`src/rtl/htt_pkg.sv`:
```
// htt_pkg: constants, register map and types of the trigger transmitter
// assumes a 50 MHz clock and the 20.833 Mbps low-speed upconnection
package htt_pkg;

	// ----------------------------------------
	// clock and link timing
	// ----------------------------------------
	localparam int CLK_PERIOD_NS = 20;
	localparam int CHAR_TIME_NS = 480;
	localparam int FINE_UNIT_NS = 2;
	localparam int US_NS = 1000;
	localparam int CHAR_CYC = CHAR_TIME_NS / CLK_PERIOD_NS;
	localparam int FINE_PER_CYC = CLK_PERIOD_NS / FINE_UNIT_NS;
	localparam int US_CYC = US_NS / CLK_PERIOD_NS;
	localparam int PIPE_CHARS = 4;
	localparam int MSG_CHARS = 6;

	// ----------------------------------------
	// register offsets
	// ----------------------------------------
	localparam logic [7:0] REG_CTRL = 8'h00;
	localparam logic [7:0] REG_FILTER = 8'h04;
	localparam logic [7:0] REG_ACK_TO = 8'h08;
	localparam logic [7:0] REG_MAX_RS = 8'h0C;
	localparam logic [7:0] REG_STATUS = 8'h10;
	localparam logic [7:0] REG_LEVEL = 8'h14;
	localparam logic [7:0] REG_EVCNT = 8'h18;

	// ----------------------------------------
	// control fields
	// ----------------------------------------
	localparam int CTRL_SRC_LSB = 0;
	localparam int CTRL_FMT_LSB = 4;
	localparam int CTRL_INV_BIT = 6;
	localparam int CTRL_LSEL_LSB = 8;

	// ----------------------------------------
	// reset values
	// ----------------------------------------
	localparam logic [15:0] ACK_TO_RESET = 16'h0014;
	localparam logic [7:0] MAX_RS_RESET = 8'h03;
	localparam logic [7:0] FILTER_RESET = 8'h00;

	typedef enum logic [2:0] {
		SRC_NONE = 3'h0,
		SRC_GRABBER = 3'h1,
		SRC_CAMERA = 3'h2,
		SRC_EXTERNAL = 3'h3,
		SRC_SOFTWARE = 3'h4
	} htt_src_t;

	typedef enum logic [1:0] {
		FMT_PULSE = 2'h0,
		FMT_RISING = 2'h1,
		FMT_TOGGLE = 2'h2
	} htt_fmt_t;

	typedef enum logic [2:0] {
		ST_IDLE = 3'b000,
		ST_ALIGN = 3'b001,
		ST_PIPE = 3'b011,
		ST_SEND = 3'b010,
		ST_WAIT = 3'b110
	} htt_state_t;

	// trigger packet towards the upconnection inserter
	typedef struct packed {
		logic start;
		logic active;
		logic falling;
		logic [7:0] delay;
	} htt_pkt_t;

endpackage

```
`src/rtl/htt_trigger_tx.sv`:
```
// htt_trigger_tx: host-to-device trigger transmitter for one camera
// assumes a 50 MHz clock, an ack pulse from the receive side on the same
// clock, and an upconnection inserter that honours the packet strobe
`timescale 1ns/1ps
module htt_trigger_tx import htt_pkg::*; #(
	parameter int DEV_INDEX = 0,
	parameter int SEL_W = 4,
	parameter int FILT_W = 8,
	parameter int TO_W = 16,
	parameter int RS_W = 8
) (
	// clock and reset
	input wire logic clock,
	input wire logic rst_n,
	// register port
	input wire logic [7:0] reg_addr,
	input wire logic [31:0] reg_wdata,
	input wire logic reg_wr,
	input wire logic reg_rd,
	output logic [31:0] reg_rdata,
	// trigger sources
	input wire logic cam_trigger,
	input wire logic [(1<<SEL_W)-1:0] gpio_lines,
	// low-speed upconnection
	input wire logic ack_in,
	output htt_pkt_t pkt,
	// events and status
	output logic ack_received_event,
	output logic packet_resent_event,
	output logic transaction_abort_event,
	output logic busy
);
	localparam logic [4:0] CHAR_LAST = 5'(CHAR_CYC - 1);
	localparam logic [3:0] PIPE_LAST = 4'(PIPE_CHARS - 1);
	localparam logic [3:0] MSG_LAST = 4'(MSG_CHARS - 1);
	localparam logic [5:0] US_LAST = 6'(US_CYC - 1);
	localparam logic [7:0] FINE_STEP = 8'(FINE_PER_CYC);
	localparam logic [3:0] DEV_ID = 4'(DEV_INDEX);

	// ----------------------------------------
	// software settings
	// ----------------------------------------
	htt_src_t src_sel_ff;
	htt_fmt_t fmt_ff;
	logic inv_ff;
	logic [SEL_W-1:0] line_sel_ff;
	logic [FILT_W-1:0] filt_ff;
	logic [TO_W-1:0] ack_to_ff;
	logic [RS_W-1:0] max_rs_ff;
	logic sw_level_ff;

	wire logic hit_ctrl = reg_addr == REG_CTRL;
	wire logic hit_filter = reg_addr == REG_FILTER;
	wire logic hit_ack_to = reg_addr == REG_ACK_TO;
	wire logic hit_max_rs = reg_addr == REG_MAX_RS;
	wire logic hit_status = reg_addr == REG_STATUS;
	wire logic hit_level = reg_addr == REG_LEVEL;
	wire logic hit_evcnt = reg_addr == REG_EVCNT;

	always_ff @(posedge clock or negedge rst_n) begin
		if (!rst_n) begin
			src_sel_ff <= SRC_NONE;
			fmt_ff <= FMT_PULSE;
			inv_ff <= 1'b0;
			line_sel_ff <= '0;
		end else if (reg_wr && hit_ctrl) begin
			src_sel_ff <= htt_src_t'(reg_wdata[CTRL_SRC_LSB +: 3]);
			fmt_ff <= htt_fmt_t'(reg_wdata[CTRL_FMT_LSB +: 2]);
			inv_ff <= reg_wdata[CTRL_INV_BIT];
			line_sel_ff <= reg_wdata[CTRL_LSEL_LSB +: SEL_W];
		end
	end

	always_ff @(posedge clock or negedge rst_n) begin
		if (!rst_n) begin
			filt_ff <= FILT_W'(FILTER_RESET);
			ack_to_ff <= TO_W'(ACK_TO_RESET);
			max_rs_ff <= RS_W'(MAX_RS_RESET);
			sw_level_ff <= 1'b0;
		end else if (reg_wr) begin
			if (hit_filter)
				filt_ff <= reg_wdata[FILT_W-1:0];
			if (hit_ack_to)
				ack_to_ff <= reg_wdata[TO_W-1:0];
			if (hit_max_rs)
				max_rs_ff <= reg_wdata[RS_W-1:0];
			if (hit_level)
				sw_level_ff <= reg_wdata[0];
		end
	end

	// ----------------------------------------
	// source selection and edge detection
	// ----------------------------------------
	logic ext_level;

	htt_line_cond #(
		.SEL_W(SEL_W),
		.FILT_W(FILT_W)
	) u_line (
		.clock(clock),
		.rst_n(rst_n),
		.lines(gpio_lines),
		.line_sel(line_sel_ff),
		.invert(inv_ff),
		.strength(filt_ff),
		.level(ext_level)
	);

	wire logic use_ctrl = src_sel_ff == SRC_GRABBER || src_sel_ff == SRC_CAMERA;
	wire logic use_ext = src_sel_ff == SRC_EXTERNAL;
	wire logic use_sw = src_sel_ff == SRC_SOFTWARE;
	wire logic enabled = use_ctrl || use_ext || use_sw;
	wire logic src_level = (use_ctrl & cam_trigger)
		| (use_ext & ext_level)
		| (use_sw & sw_level_ff);

	logic lvl_ff;
	logic lvl_d_ff;

	always_ff @(posedge clock or negedge rst_n) begin
		if (!rst_n) begin
			lvl_ff <= 1'b0;
			lvl_d_ff <= 1'b0;
		end else begin
			lvl_ff <= src_level;
			lvl_d_ff <= lvl_ff;
		end
	end

	wire logic rise = lvl_ff & ~lvl_d_ff;
	wire logic fall = ~lvl_ff & lvl_d_ff;

	// ----------------------------------------
	// character timing
	// ----------------------------------------
	logic [4:0] phase_ff;
	wire logic char_end = phase_ff == CHAR_LAST;

	always_ff @(posedge clock or negedge rst_n) begin
		if (!rst_n)
			phase_ff <= '0;
		else
			phase_ff <= char_end ? 5'h00 : phase_ff + 5'h01;
	end

	// ----------------------------------------
	// transaction state machine
	// ----------------------------------------
	htt_state_t state_ff;
	htt_state_t nxt_state;
	logic [3:0] chars_ff;
	logic [7:0] delay_ff;
	logic falling_ff;
	logic toggle_ff;
	logic [RS_W-1:0] rs_cnt_ff;
	logic [5:0] pre_ff;
	logic [TO_W-1:0] us_ff;
	logic last_abort_ff;

	wire logic idle = state_ff == ST_IDLE;
	wire logic fmt_pulse = fmt_ff == FMT_PULSE;
	wire logic fmt_toggle = fmt_ff == FMT_TOGGLE;
	wire logic fmt_valid = fmt_ff != 2'h3;
	wire logic edge_ok = (rise & fmt_valid) | (fall & fmt_pulse);
	wire logic start = idle & enabled & edge_ok;
	wire logic start_fall = (fmt_pulse & fall) | (fmt_toggle & toggle_ff);
	wire logic pipe_done = state_ff == ST_PIPE && char_end && chars_ff == PIPE_LAST;
	wire logic send_done = state_ff == ST_SEND && char_end && chars_ff == MSG_LAST;
	wire logic no_ack_check = ack_to_ff == '0;
	wire logic us_tick = pre_ff == US_LAST;
	wire logic timed_out = us_ff == ack_to_ff;
	wire logic in_wait = state_ff == ST_WAIT;
	wire logic got_ack = in_wait & ack_in;
	wire logic expire = in_wait & ~ack_in & timed_out;
	wire logic can_resend = rs_cnt_ff < max_rs_ff;
	wire logic resend = expire & can_resend;
	wire logic abort = expire & ~can_resend;

	always_comb begin
		nxt_state = state_ff;
		unique case (state_ff)
			ST_IDLE: begin
				if (start)
					nxt_state = ST_ALIGN;
			end
			ST_ALIGN: begin
				if (char_end)
					nxt_state = ST_PIPE;
			end
			ST_PIPE: begin
				if (pipe_done)
					nxt_state = ST_SEND;
			end
			ST_SEND: begin
				if (send_done)
					nxt_state = no_ack_check ? ST_IDLE : ST_WAIT;
			end
			ST_WAIT: begin
				if (got_ack || abort)
					nxt_state = ST_IDLE;
				else if (resend)
					nxt_state = ST_ALIGN;
			end
			default: nxt_state = ST_IDLE;
		endcase
	end

	always_ff @(posedge clock or negedge rst_n) begin
		if (!rst_n)
			state_ff <= ST_IDLE;
		else
			state_ff <= nxt_state;
	end

	// character counter across pipeline and message
	always_ff @(posedge clock or negedge rst_n) begin
		if (!rst_n)
			chars_ff <= '0;
		else if (state_ff == ST_ALIGN || pipe_done || send_done)
			chars_ff <= '0;
		else if (char_end)
			chars_ff <= chars_ff + 4'h1;
	end

	// fine delay: cycles from edge to boundary in 2 ns units, kept on resend
	always_ff @(posedge clock or negedge rst_n) begin
		if (!rst_n) begin
			delay_ff <= '0;
			falling_ff <= 1'b0;
		end else if (start) begin
			delay_ff <= FINE_STEP;
			falling_ff <= start_fall;
		end else if (state_ff == ST_ALIGN && rs_cnt_ff == '0 && !char_end) begin
			delay_ff <= delay_ff + FINE_STEP;
		end
	end

	always_ff @(posedge clock or negedge rst_n) begin
		if (!rst_n)
			toggle_ff <= 1'b0;
		else if (start && fmt_toggle)
			toggle_ff <= ~toggle_ff;
	end

	// resend counter
	always_ff @(posedge clock or negedge rst_n) begin
		if (!rst_n)
			rs_cnt_ff <= '0;
		else if (start)
			rs_cnt_ff <= '0;
		else if (resend)
			rs_cnt_ff <= rs_cnt_ff + 1'b1;
	end

	// acknowledge timer in microseconds
	always_ff @(posedge clock or negedge rst_n) begin
		if (!rst_n) begin
			pre_ff <= '0;
			us_ff <= '0;
		end else if (!in_wait) begin
			pre_ff <= '0;
			us_ff <= '0;
		end else if (us_tick) begin
			pre_ff <= '0;
			us_ff <= us_ff + 1'b1;
		end else begin
			pre_ff <= pre_ff + 6'h01;
		end
	end

	always_ff @(posedge clock or negedge rst_n) begin
		if (!rst_n)
			last_abort_ff <= 1'b0;
		else if (abort)
			last_abort_ff <= 1'b1;
		else if (start)
			last_abort_ff <= 1'b0;
	end

	// ----------------------------------------
	// packet and event outputs
	// ----------------------------------------
	always_ff @(posedge clock or negedge rst_n) begin
		if (!rst_n) begin
			pkt <= '0;
			ack_received_event <= 1'b0;
			packet_resent_event <= 1'b0;
			transaction_abort_event <= 1'b0;
			busy <= 1'b0;
		end else begin
			pkt.start <= pipe_done;
			pkt.active <= nxt_state == ST_SEND;
			pkt.falling <= pipe_done ? falling_ff : pkt.falling;
			pkt.delay <= pipe_done ? delay_ff : pkt.delay;
			ack_received_event <= got_ack;
			packet_resent_event <= resend;
			transaction_abort_event <= abort;
			busy <= nxt_state != ST_IDLE;
		end
	end

	// event counters, wrapping
	logic [15:0] ack_cnt_ff;
	logic [15:0] rs_tot_ff;

	always_ff @(posedge clock or negedge rst_n) begin
		if (!rst_n) begin
			ack_cnt_ff <= '0;
			rs_tot_ff <= '0;
		end else begin
			if (got_ack)
				ack_cnt_ff <= ack_cnt_ff + 16'h0001;
			if (resend)
				rs_tot_ff <= rs_tot_ff + 16'h0001;
		end
	end

	// ----------------------------------------
	// register read
	// ----------------------------------------
	wire logic [31:0] rd_ctrl = {20'h00000, line_sel_ff[3:0], 1'b0, inv_ff, fmt_ff,
		1'b0, src_sel_ff};
	wire logic [31:0] rd_status = {16'h0000, DEV_ID, rs_cnt_ff, 1'b0, last_abort_ff,
		lvl_ff, ~idle};
	wire logic [31:0] rd_data =
		hit_ctrl ? rd_ctrl :
		hit_filter ? 32'(filt_ff) :
		hit_ack_to ? 32'(ack_to_ff) :
		hit_max_rs ? 32'(max_rs_ff) :
		hit_status ? rd_status :
		hit_level ? {31'h00000000, lvl_ff} :
		hit_evcnt ? {rs_tot_ff, ack_cnt_ff} :
		32'h00000000;

	always_ff @(posedge clock or negedge rst_n) begin
		if (!rst_n)
			reg_rdata <= '0;
		else
			reg_rdata <= reg_rd ? rd_data : 32'h00000000;
	end

endmodule

```
`src/rtl/htt_line_cond.sv`:
```
// htt_line_cond: synchronises the general-purpose lines, picks one,
// applies the polarity inverter and the glitch-removal filter
// assumes the lines are asynchronous pins
`timescale 1ns/1ps
module htt_line_cond #(
	parameter int SEL_W = 4,
	parameter int FILT_W = 8
) (
	// clock and reset
	input wire logic clock,
	input wire logic rst_n,
	// lines and settings
	input wire logic [(1<<SEL_W)-1:0] lines,
	input wire logic [SEL_W-1:0] line_sel,
	input wire logic invert,
	input wire logic [FILT_W-1:0] strength,
	// conditioned level
	output logic level
);
	logic [(1<<SEL_W)-1:0] meta_ff;
	logic [(1<<SEL_W)-1:0] sync_ff;
	logic [FILT_W-1:0] cnt_ff;
	logic level_ff;
	wire logic picked = sync_ff[line_sel] ^ invert;
	wire logic differs = picked != level_ff;
	wire logic settled = cnt_ff == strength;

	always_ff @(posedge clock or negedge rst_n) begin
		if (!rst_n) begin
			meta_ff <= '0;
			sync_ff <= '0;
		end else begin
			meta_ff <= lines;
			sync_ff <= meta_ff;
		end
	end

	// ----------------------------------------
	// filter: new level must hold strength+1 cycles
	// ----------------------------------------
	always_ff @(posedge clock or negedge rst_n) begin
		if (!rst_n) begin
			cnt_ff <= '0;
			level_ff <= 1'b0;
		end else if (!differs) begin
			cnt_ff <= '0;
		end else if (settled) begin
			cnt_ff <= '0;
			level_ff <= picked;
		end else begin
			cnt_ff <= cnt_ff + 1'b1;
		end
	end

	assign level = level_ff;
endmodule

```
`config.mk`:
```
export PLATFORM = sky130hd
export DESIGN_NAME = htt_trigger_tx
export DESIGN_NICKNAME = d
export VERILOG_FILES = /design/src/rtl/htt_pkg.sv /design/src/rtl/htt_trigger_tx.sv /design/src/rtl/htt_line_cond.sv
export SDC_FILE = /design/constraint.sdc
export NUM_CORES = 1
export LEC_CHECK = 0
export BUFFER_PORTS_ARGS = -buffer_cell sky130_fd_sc_hd__clkbuf_2
export CORE_ASPECT_RATIO = 0.75
export CORE_MARGIN = 8
export CORE_UTILIZATION = 53
export DETAILED_ROUTE_END_ITERATION = 10
export GPL_TIMING_DRIVEN = 0
export PLACE_DENSITY = 0.75
export SETUP_SLACK_MARGIN = 0.05
export SLEW_MARGIN = 20
export SYNTH_ARGS = -nofsm -noshare
export SYNTH_HDL_FRONTEND = slang
export SYNTH_HIERARCHICAL = 1
export SYNTH_SLANG_ARGS = --single-unit
```
`constraint.sdc`:
```
create_clock -name clock -period 2 [get_ports clock]
set_input_delay 0.2 -clock clock [delete_from_list [all_inputs] [get_ports clock]]
set_output_delay 0.2 -clock clock [all_outputs]
set_load 0.01 [all_outputs]
```
==> results of run 1 <==
==> power by group <==
group	leakage, nW	switching, mW	internal [mW]
Combinational	2.67	0.477	0.410
Clock	0.379	1.70	2.64
Sequential	2.88	0.125	4.49
Total	5.93	2.30	7.54
==> synth_stat cells (4+ instances only) <==
master,instances,area share (%)
o221ai_1,4,0.36
mux2_4,10,1.5
a21oi_1,26,1.3
xnor2_1,45,4.0
nor4b_1,4,0.36
nand3_1,33,1.7
inv_1,27,1.0
or3_1,10,0.64
a22oi_1,8,0.61
dfrtp_1,212,54
mux2i_1,11,1.1
buf_2,5,0.26
and2_1,10,0.64
o21ai_0,25,1.3
and3_1,28,1.8
nor4_1,9,0.57
nor3_1,11,0.56
nand2_1,82,3.1
xor2_1,42,3.8
nor2b_1,5,0.32
nand4_1,14,0.89
nor3_2,6,0.61
clkbuf_1,13,0.50
mux2_2,38,4.4
dfstp_2,4,1.1
ha_1,19,2.4
nor2_1,62,2.4
==> area by class of cell <==
cell class              instances  area share [%]
well taps                     247            2.52
flip-flops and latches        216            44.3
clock buffers                  30            5.24
plain buffers                  23            1.21
clock inverters                 9            1.06
inverters                      27           0.828
repair buffers                145            8.61
multi-input cells             580            36.3
==> routing by layer <==
metal	vias up	wire, µm	track usage [%]
li1	3303	-	-
met1	3510	10400	27.3
met2	213	10600	30.1
met3	49	1550	4.81
met4	2	563	5.35
met5	-	13	0
==> worst paths after layout <==
path	from	to	slack, ps
worst max-delay path	max_rs_ff[1]	rs_tot_ff[1]	-150
worst min-delay path	reg_wdata[0]	ack_to_ff[0]	30
worst max register to register	max_rs_ff[1]	rs_tot_ff[1]	-150
worst min register to register	u_line/meta_ff[10]	u_line/sync_ff[10]	340
max in group asynchronous	rst_n	ack_to_ff[2]	940
min in group asynchronous	rst_n	reg_rdata[20]	250
==> critical path, cell delays in order (launching register included) <==
cell       delay, ps
dfstp_2          540
inv_2             50
ha_4             150
a211oi_2         190
o21ai_2          110
a211oi_4         210
buf_6            150
nand3_4          140
clkbuf_16        210
mux2_2           260
==> cells in the final DEF (no fill, tap or decap), types with 5 or more instances in the layout <==
master           n
or3_1            8
o21ai_1          7
mux2_4          11
nor3_2           6
clkbuf_16       25
nor2b_1          5
nand2_1         81
nor2_4           7
xnor2_1         42
clkbuf_1        14
nor3_4           7
nor3_1           6
nor2_2           8
dfrtp_1        206
a21oi_1         23
ha_1            17
dfrtp_2          6
xor2_1          42
and3_1          28
nor4_1           8
a22oi_1          8
mux2_2          37
clkbuf_2        90
nor2_1          50
nand3_1         33
clkbuf_8         6
dlygate4sd3_1   28
nand4_1         14
inv_1           25
o21ai_0         19
and2_1          10
buf_4           16
mux2i_1         10
buf_6            8
==> sequential cells by signal, indices dropped and copies added, names as in the netlist, 10 cells and up <==
register and flops:
ack_cnt_ff 16, ack_to_ff 16, pkt 10, reg_rdata 32, rs_tot_ff 16, u_line/meta_ff 16, u_line/sync_ff 16, us_ff 16
==> repair_timing <==
item	in CTS	in global routing
gates resized for setup	28	47
setup endpoints to repair	45	57
pin swaps	12	19
gates cloned	1	2
hold buffers	28	0
setup buffers	15	8
hold endpoints to repair	101	0
==> cells by family after synthesis <==
kind of cell / after synthesis / synth area share (%)
AND/OR/NAND/NOR: 314 / 18.0
flip-flops: 216 / 55.3
AO/OA/AOI/OAI: 96 / 6.41
XOR/XNOR: 88 / 8.02
multiplexers: 61 / 7.49
buffers and inverters: 51 / 2.39
adder cells (fa/ha/maj): 19 / 2.43
other: 1 / 0.0383
==> per-stage QoR <==
step / total power, mW / utilization (%) / instance area [µm²] / setup WS (ps)
finish: 9.84 / 66.9 / 12200 / -149
global route: 10.2 / 66.9 / 12200 / -224
CTS: 9.77 / 65.2 / 11900 / -167
detailed placement: 5.32 / 58.2 / 10600 / -235
global placement: 5.29 / 57.8 / 10600 / -3750
floorplan: 5.02 / - / 9820 / -2.98
==> flow_summary.toml, run 1 <==
[clock_tree]
numCtsBuffers = 22
cts_sinks = 216
clkTransAtPathRegs_ps = 70
insertion_delay_ps = 510
cts_buffer_depth = 3
htreeDepth = 1
cts-root-buf = "clkbuf_16"
tritoncts = "built"

[outcome]
violations = "negative setup slack"
status = "finished with violations"

[placement]
placed_cells = 1185
gp_congestion = 0.897
dp.final_hpwl_um = 15500
numPortBuffers = 90

[min_path]
hold_class = "input port to register"
min_path_cells = 2

[floorplanning]
die-area_um2 = 23100
io_pins = 109
dieWidth_um = 173
num_rows = 43
coreArea_um2 = 18300
die_h_um = 134
start_util_pct = 53.5

[drt]
via_per_inst = 5.54
first_pass_iters = 8
post_drt_wl_per_cell_um = 18.1
antenna_left = 0
routed_wl_um = 23100
vias = 7077
remaining_drc_errors = 0
drtIter0Drc = 572

[finish]
fillers = 1352
nets = 1096
areaGrowthSynthToFinish_pct = 25.0
seq_area_um2 = 5420
multi_input_area_um2 = 4440
drive_gt1_share_pct = 29.1
fin_cells = 1277
n_antenna_cell = 0

[sta]
slew_headroom_pct = 60.2
skew_ps = 16.2
tightest_slew_ps = 597
drv_slew = 0
fmax_mhz = 465
fin_tns_setup_ps = -3090
min_period_ps = 2150
rsz0062_at_grt = "yes"
whs_ps = 30.9
finalHoldViolations = 0
min_period_over_period_pct = 107
setup_slack_ps = -149
setup_viol = 34

[grt]
grt_max_degree = 83
grt_pass1_wl_um = 37200
grtUsageTotal_pct = 19.5
antenna_found_initial = 1
grt_overflow_total = 0
grt_pass1_vias = 6997

[job]
max_cap_viol_count = 0

[synth]
syn_area_per_cell_um2 = 11.6
synth_flop_cell = "dfrtp_1"
yosysWarnings = 6
async_flop_share_pct = 100
postSynthCellCount = 846
yosysSeqAreaShare_pct = 55.3
synth-edff-count = 0
syn_area_um2 = 9790
syn_nets = 927
ys_seq_elements = 216
ys_types = 81

[worst_setup_path]
cp_max_fo = 8
startpoint_type = "register"
critPathRequiredTime_ps = 2380
r2r_cells = 9
arrival_ps = 2530
critical_path_class = "register to register"
crit_path_end_kind = "register"

[power_and_ir_drop]
irDropWorstVdd_mv = 0.672
power.leakage_nw = 5.93
power-per-cell-area_nw_per_um2 = 804
Power figures use the tool's default switching activity.
==> run 2: changes to the inputs <==
--- a/config.mk
+++ b/config.mk
@@ -11,6 +11,7 @@
 export CORE_UTILIZATION = 53
 export DETAILED_ROUTE_END_ITERATION = 10
 export GPL_TIMING_DRIVEN = 0
+export HOLD_SLACK_MARGIN = 0.15
 export PLACE_DENSITY = 0.75
 export SETUP_SLACK_MARGIN = 0.05
 export SLEW_MARGIN = 20
==> run 2 against run 1 <==
The flow still finishes with violations (negative setup slack). Highest routed layer unchanged. Worst hold slack improved by 140 ps. Setup slack improved by 4.7 ps. Largest cell class unchanged. Clock skew decreased by 2.3 ps. Clock-buffer cell count unchanged. Maximum frequency increased by 0.22%. Core utilization increased by 0.38 points. Clock power about the same. Final area increased by 0.57%. Non-clock buffer count increased by 7. Sequential share of layout area decreased by 0.25 points.
==> flow_summary.toml, run 2 (synthesis results as in run 1) <==
[drt]
vias = 7105
antenna_left = 0
post_drt_wl_per_cell_um = 18.1
routed_wl_um = 23200
first_pass_iters = 6
drtIter0Drc = 515
via_per_inst = 5.53
remaining_drc_errors = 0

[outcome]
violations = "negative setup slack"
status = "finished with violations"

[finish]
n_antenna_cell = 0
postLayoutCellArea_um2 = 12300
top_register = "reg_rdata"
fillers = 1346
largest_register_ffs = 32
areaGrowthSynthToFinish_pct = 25.7
utilization_pct = 67.3
final_cell_mix = "dfrtp_1 (206), clkbuf_2 (90), nand2_1 (81)"
multi_input_area_um2 = 4440
drive_gt1_share_pct = 28.9
nets = 1103
seq_area_um2 = 5420
layout_commonest_cell = "dfrtp_1"

[worst_setup_path]
startpoint_type = "register"
arrival_ps = 2530
critPathRequiredTime_ps = 2390
crit_path_end_kind = "register"
critical_path_class = "register to register"
cp_max_fo = 8
r2r_cells = 9

[clock_tree]
htreeDepth = 1
insertion_delay_ps = 510
numCtsBuffers = 22
clkTransAtPathRegs_ps = 60
tritoncts = "built"
cts_buffer_depth = 3
cts_sinks = 216
cts-root-buf = "clkbuf_16"

[floorplanning]
coreArea_um2 = 18300
num_rows = 43
die-area_um2 = 23100
die_h_um = 134
start_util_pct = 53.5
dieWidth_um = 173
io_pins = 109

[grt]
grtUsageTotal_pct = 19.6
grt_max_degree = 83
antenna_found_initial = 1
grt_pass1_wl_um = 37400
grt_overflow_total = 0
grt_pass1_vias = 7030

[min_path]
hold_class = "input port to register"
min_path_cells = 3

[sta]
min_period_ps = 2140
rsz0062_at_grt = "yes"
fmax_mhz = 466
drv_slew = 0
min_period_over_period_pct = 107
setup_viol = 33
setup_slack_ps = -144
slew_headroom_pct = 60.8
finalHoldViolations = 0
tightest_slew_ps = 587
skew_ps = 14.0

[placement]
place_area_um2 = 10600
numPortBuffers = 90
dp.final_hpwl_um = 15500
gp_congestion = 0.897

[power_and_ir_drop]
irDropWorstVdd_mv = 0.672
power.leakage_nw = 5.96
power-per-cell-area_nw_per_um2 = 800

[job]
max_cap_viol_count = 0
## run 2: area by class of cell
class | count | area share, %
clock buffers | 30 | 5.21
well taps | 247 | 2.51
flip-flops and latches | 216 | 44.0
plain buffers | 23 | 1.20
clock inverters | 9 | 1.06
multi-input cells | 580 | 36.1
inverters | 27 | 0.823
repair buffers | 152 | 9.13
## run 2: through the flow
step | power [mW] | hold slack, ps | setup slack [ps] | setup TNS, ps | instances
floorplan | 5.02 | -95.6 | -2.98 | -3.33 | 846
global placement | 5.29 | 308 | -3750 | -715210 | 1183
detailed placement | 5.32 | 234 | -235 | -4600 | 1185
CTS | 9.78 | 153 | -167 | -2760 | 1274
global route | 10.2 | 179 | -224 | -5170 | 1284
finish | 9.85 | 168 | -144 | -2950 | 1284
## run 2: metal layers
layer / GRT usage, % / share of wire (%) / vias to the layer above
met4: 5.35 / 2.6 / 2
met1: 27.3 / 45 / 3532
met3: 4.81 / 6.3 / 54
li1: - / - / 3314
met2: 30.3 / 46 / 203
met5: 0 / 0.056 / -
## run 2: timing repair
action / in CTS / in global routing
gates cloned: 1 / 2
setup buffers: 15 / 8
hold buffers: 35 / 0
endpoints found under the setup margin: 45 / 57
gates resized for setup: 28 / 47
pin swaps: 12 / 19
endpoints found under the hold margin: 126 / 0
## run 2: worst max-delay path, cell delays in order, from the launching register on
cell and delay (ps):
dfstp_2 540, inv_2 50, ha_4 150, a211oi_2 190
o21ai_2 110, a211oi_4 210, buf_6 150, nand3_4 140
clkbuf_16 210, mux2_2 260
## run 2: power by group
part | leakage [nW] | total [mW] | switching [mW] | internal (mW)
combinational | 2.70 | 0.899 | 0.479 | 0.419
sequential | 2.88 | 4.61 | 0.125 | 4.49
clock | 0.379 | 4.34 | 1.70 | 2.64
## run 2: worst paths after layout
check | from | endpoint | slack [ps]
max in group asynchronous | rst_n | ack_to_ff[4] | 920
setup reg to reg | max_rs_ff[1] | rs_tot_ff[1] | -140
min in group asynchronous | rst_n | reg_rdata[20] | 250
hold reg to reg | u_line/meta_ff[10] | u_line/sync_ff[10] | 340
setup / recovery | max_rs_ff[1] | rs_tot_ff[1] | -140
hold / removal | reg_wr | ack_to_ff[0] | 170
==> run 3: changes to the inputs <==
--- a/config.mk
+++ b/config.mk
@@ -14,6 +14,7 @@
 export HOLD_SLACK_MARGIN = 0.15
 export PLACE_DENSITY = 0.75
 export SETUP_SLACK_MARGIN = 0.05
+export SKIP_LAST_GASP = 1
 export SLEW_MARGIN = 20
 export SYNTH_ARGS = -nofsm -noshare
 export SYNTH_HDL_FRONTEND = slang
==> run 3 against run 2 <==
The flow still finishes with violations (negative setup slack). Die area is the same. Setup slack lost 16 ps. Sequential share of layout area shrank 0.095 points. Power is essentially flat. Global-route usage is the same. Core utilization grew 0.13 points. Non-clock buffer count grew 1. Clock-buffer cell count is the same. Critical path type unchanged. Critical endpoint is now rs_tot_ff[10]. Largest power group unchanged.
==> flow_summary.toml, run 3 (synthesis results as in run 1) <==
[outcome]
status = "finished with violations"
violations = "negative setup slack"

[power_and_ir_drop]
power.leakage_nw = 6.00
irDropWorstVdd_mv = 0.672
p_comb_share_pct = 9.1
seq_power_share_pct = 46.8
power-per-cell-area_nw_per_um2 = 799
p_sw_mw = 2.31
power_mw = 9.85
p_sw_share_pct = 23.4
power_frac_clock_pct = 44.1
p_int_mw = 7.55

[floorplanning]
start_util_pct = 53.5
coreArea_um2 = 18300
io_pins = 109
dieWidth_um = 173
die-area_um2 = 23100
num_rows = 43
die_h_um = 134

[clock_tree]
cts_buffer_depth = 3
tritoncts = "built"
cts-root-buf = "clkbuf_16"
cts_sinks = 216
insertion_delay_ps = 510
clkTransAtPathRegs_ps = 60
numCtsBuffers = 22
htreeDepth = 1

[placement]
place_area_um2 = 10600
gp_congestion = 0.897
numPortBuffers = 90
dp.final_hpwl_um = 15500

[finish]
n_antenna_cell = 0
layout_commonest_cell = "dfrtp_1"
areaGrowthSynthToFinish_pct = 26.0
utilization_pct = 67.4
top_register = "reg_rdata"
largest_register_ffs = 32
final_cell_mix = "dfrtp_1 (207), clkbuf_2 (90), nand2_1 (81)"
fillers = 1356
drive_gt1_share_pct = 28.9
postLayoutCellArea_um2 = 12300
nets = 1104

[worst_setup_path]
cp_max_fo = 8
path_common_cell = "buf_6"
crit_family = "flip-flops"
arrival_ps = 2580
max_stage_delay_ps = 540
crit_start = "max_rs_ff[1]"
critPathRequiredTime_ps = 2420
r2r-start = "max_rs_ff[1]"
crit_path_end_kind = "register"
path_cells = "inv_2 -> ha_4 -> a211oi_2 -> o21ai_2 -> a211oi_4 -> buf_6 -> nand3_4 -> buf_6 -> nor3_4 -> xor2_1"
crit_buf_inv = 3
startpoint_type = "register"
critical_path_class = "register to register"
cpMaxStageDelayCell = "dfstp_2"

[drt]
remaining_drc_errors = 0
routed_wl_um = 23200
first_pass_iters = 5
via_per_inst = 5.55
drtIter0Drc = 493
post_drt_wl_per_cell_um = 18.1
antenna_left = 0
vias = 7127

[sta]
drv_slew = 0
rsz0062_at_grt = "yes"
tightest_slew_ps = 604
min_period_ps = 2160
min_period_over_period_pct = 108
skew_ps = 16.6
setup_viol = 33
fin_tns_setup_ps = -2900
whs_ps = 167
slew_headroom_pct = 59.7
setup_slack_ps = -160
finalHoldViolations = 0
fmax_mhz = 463

[grt]
grt_pass1_wl_um = 37400
grt_overflow_total = 0
grt_max_degree = 83
grtUsageTotal_pct = 19.6
grt_pass1_vias = 7035
antenna_found_initial = 1

[min_path]
hold_class = "input port to register"
hold_start = "reg_wr"

[job]
max_cap_viol_count = 0
-- run 3: worst min-delay path: stages --
cell and delay [ps]:
clkbuf_2 150, nand2_4 140, mux2_2 160
-- run 3: final cells by class --
type                            count  area (µm²)  share of cell area, %
Sequential cell                   216        5420                   43.9
Multi-Input combinational cell    580        4460                   36.1
Timing Repair Buffer              153        1130                   9.17
Clock buffer                       30         642                   5.20
Tap cell                          247         309                   2.51
Buffer                             23         148                   1.20
Clock inverter                      9         130                   1.05
Inverter                           27         101                  0.822
-- run 3: worst paths after layout --
path,to,slack [ps],cells past startpoint
setup / recovery,rs_tot_ff[10],-160,10
hold / removal,ack_to_ff[0],170,3
setup reg to reg,rs_tot_ff[10],-160,10
hold reg to reg,u_line/sync_ff[10],340,0
max in group asynchronous,ack_to_ff[4],950,3
min in group asynchronous,reg_rdata[20],260,2
-- run 3: per-layer routing --
layer	vias up	share of wire, %	track usage (%)
met5	-	0.056	0
met2	207	46	30.3
met1	3549	45	27.3
met3	56	6.1	4.81
met4	2	2.9	5.35
li1	3313	-	-
-- run 3: what timing repair did --
action,CTS,global route
pin swaps,12,22
hold buffers,35,0
gates resized for setup,26,51
hold endpoints to repair,126,0
cloned,1,2
setup buffers,15,9
setup endpoints to repair,45,57
-- run 3: power by group through the flow --
stage	combinational (mW)	sequential, mW	clock [mW]
after global placement	0.602	4.68	0
after CTS	0.769	4.61	4.40
final	0.899	4.61	4.34
after global routing	0.979	4.63	4.60
after detailed placement	0.628	4.69	0
after floorplan	0.379	4.65	0
-- run 3: stage by stage --
step,setup slack (ps),instances
global route,-218,1285
finish,-160,1285
detailed placement,-235,1185
global placement,-3750,1183
CTS,-167,1274
floorplan,-2.98,846
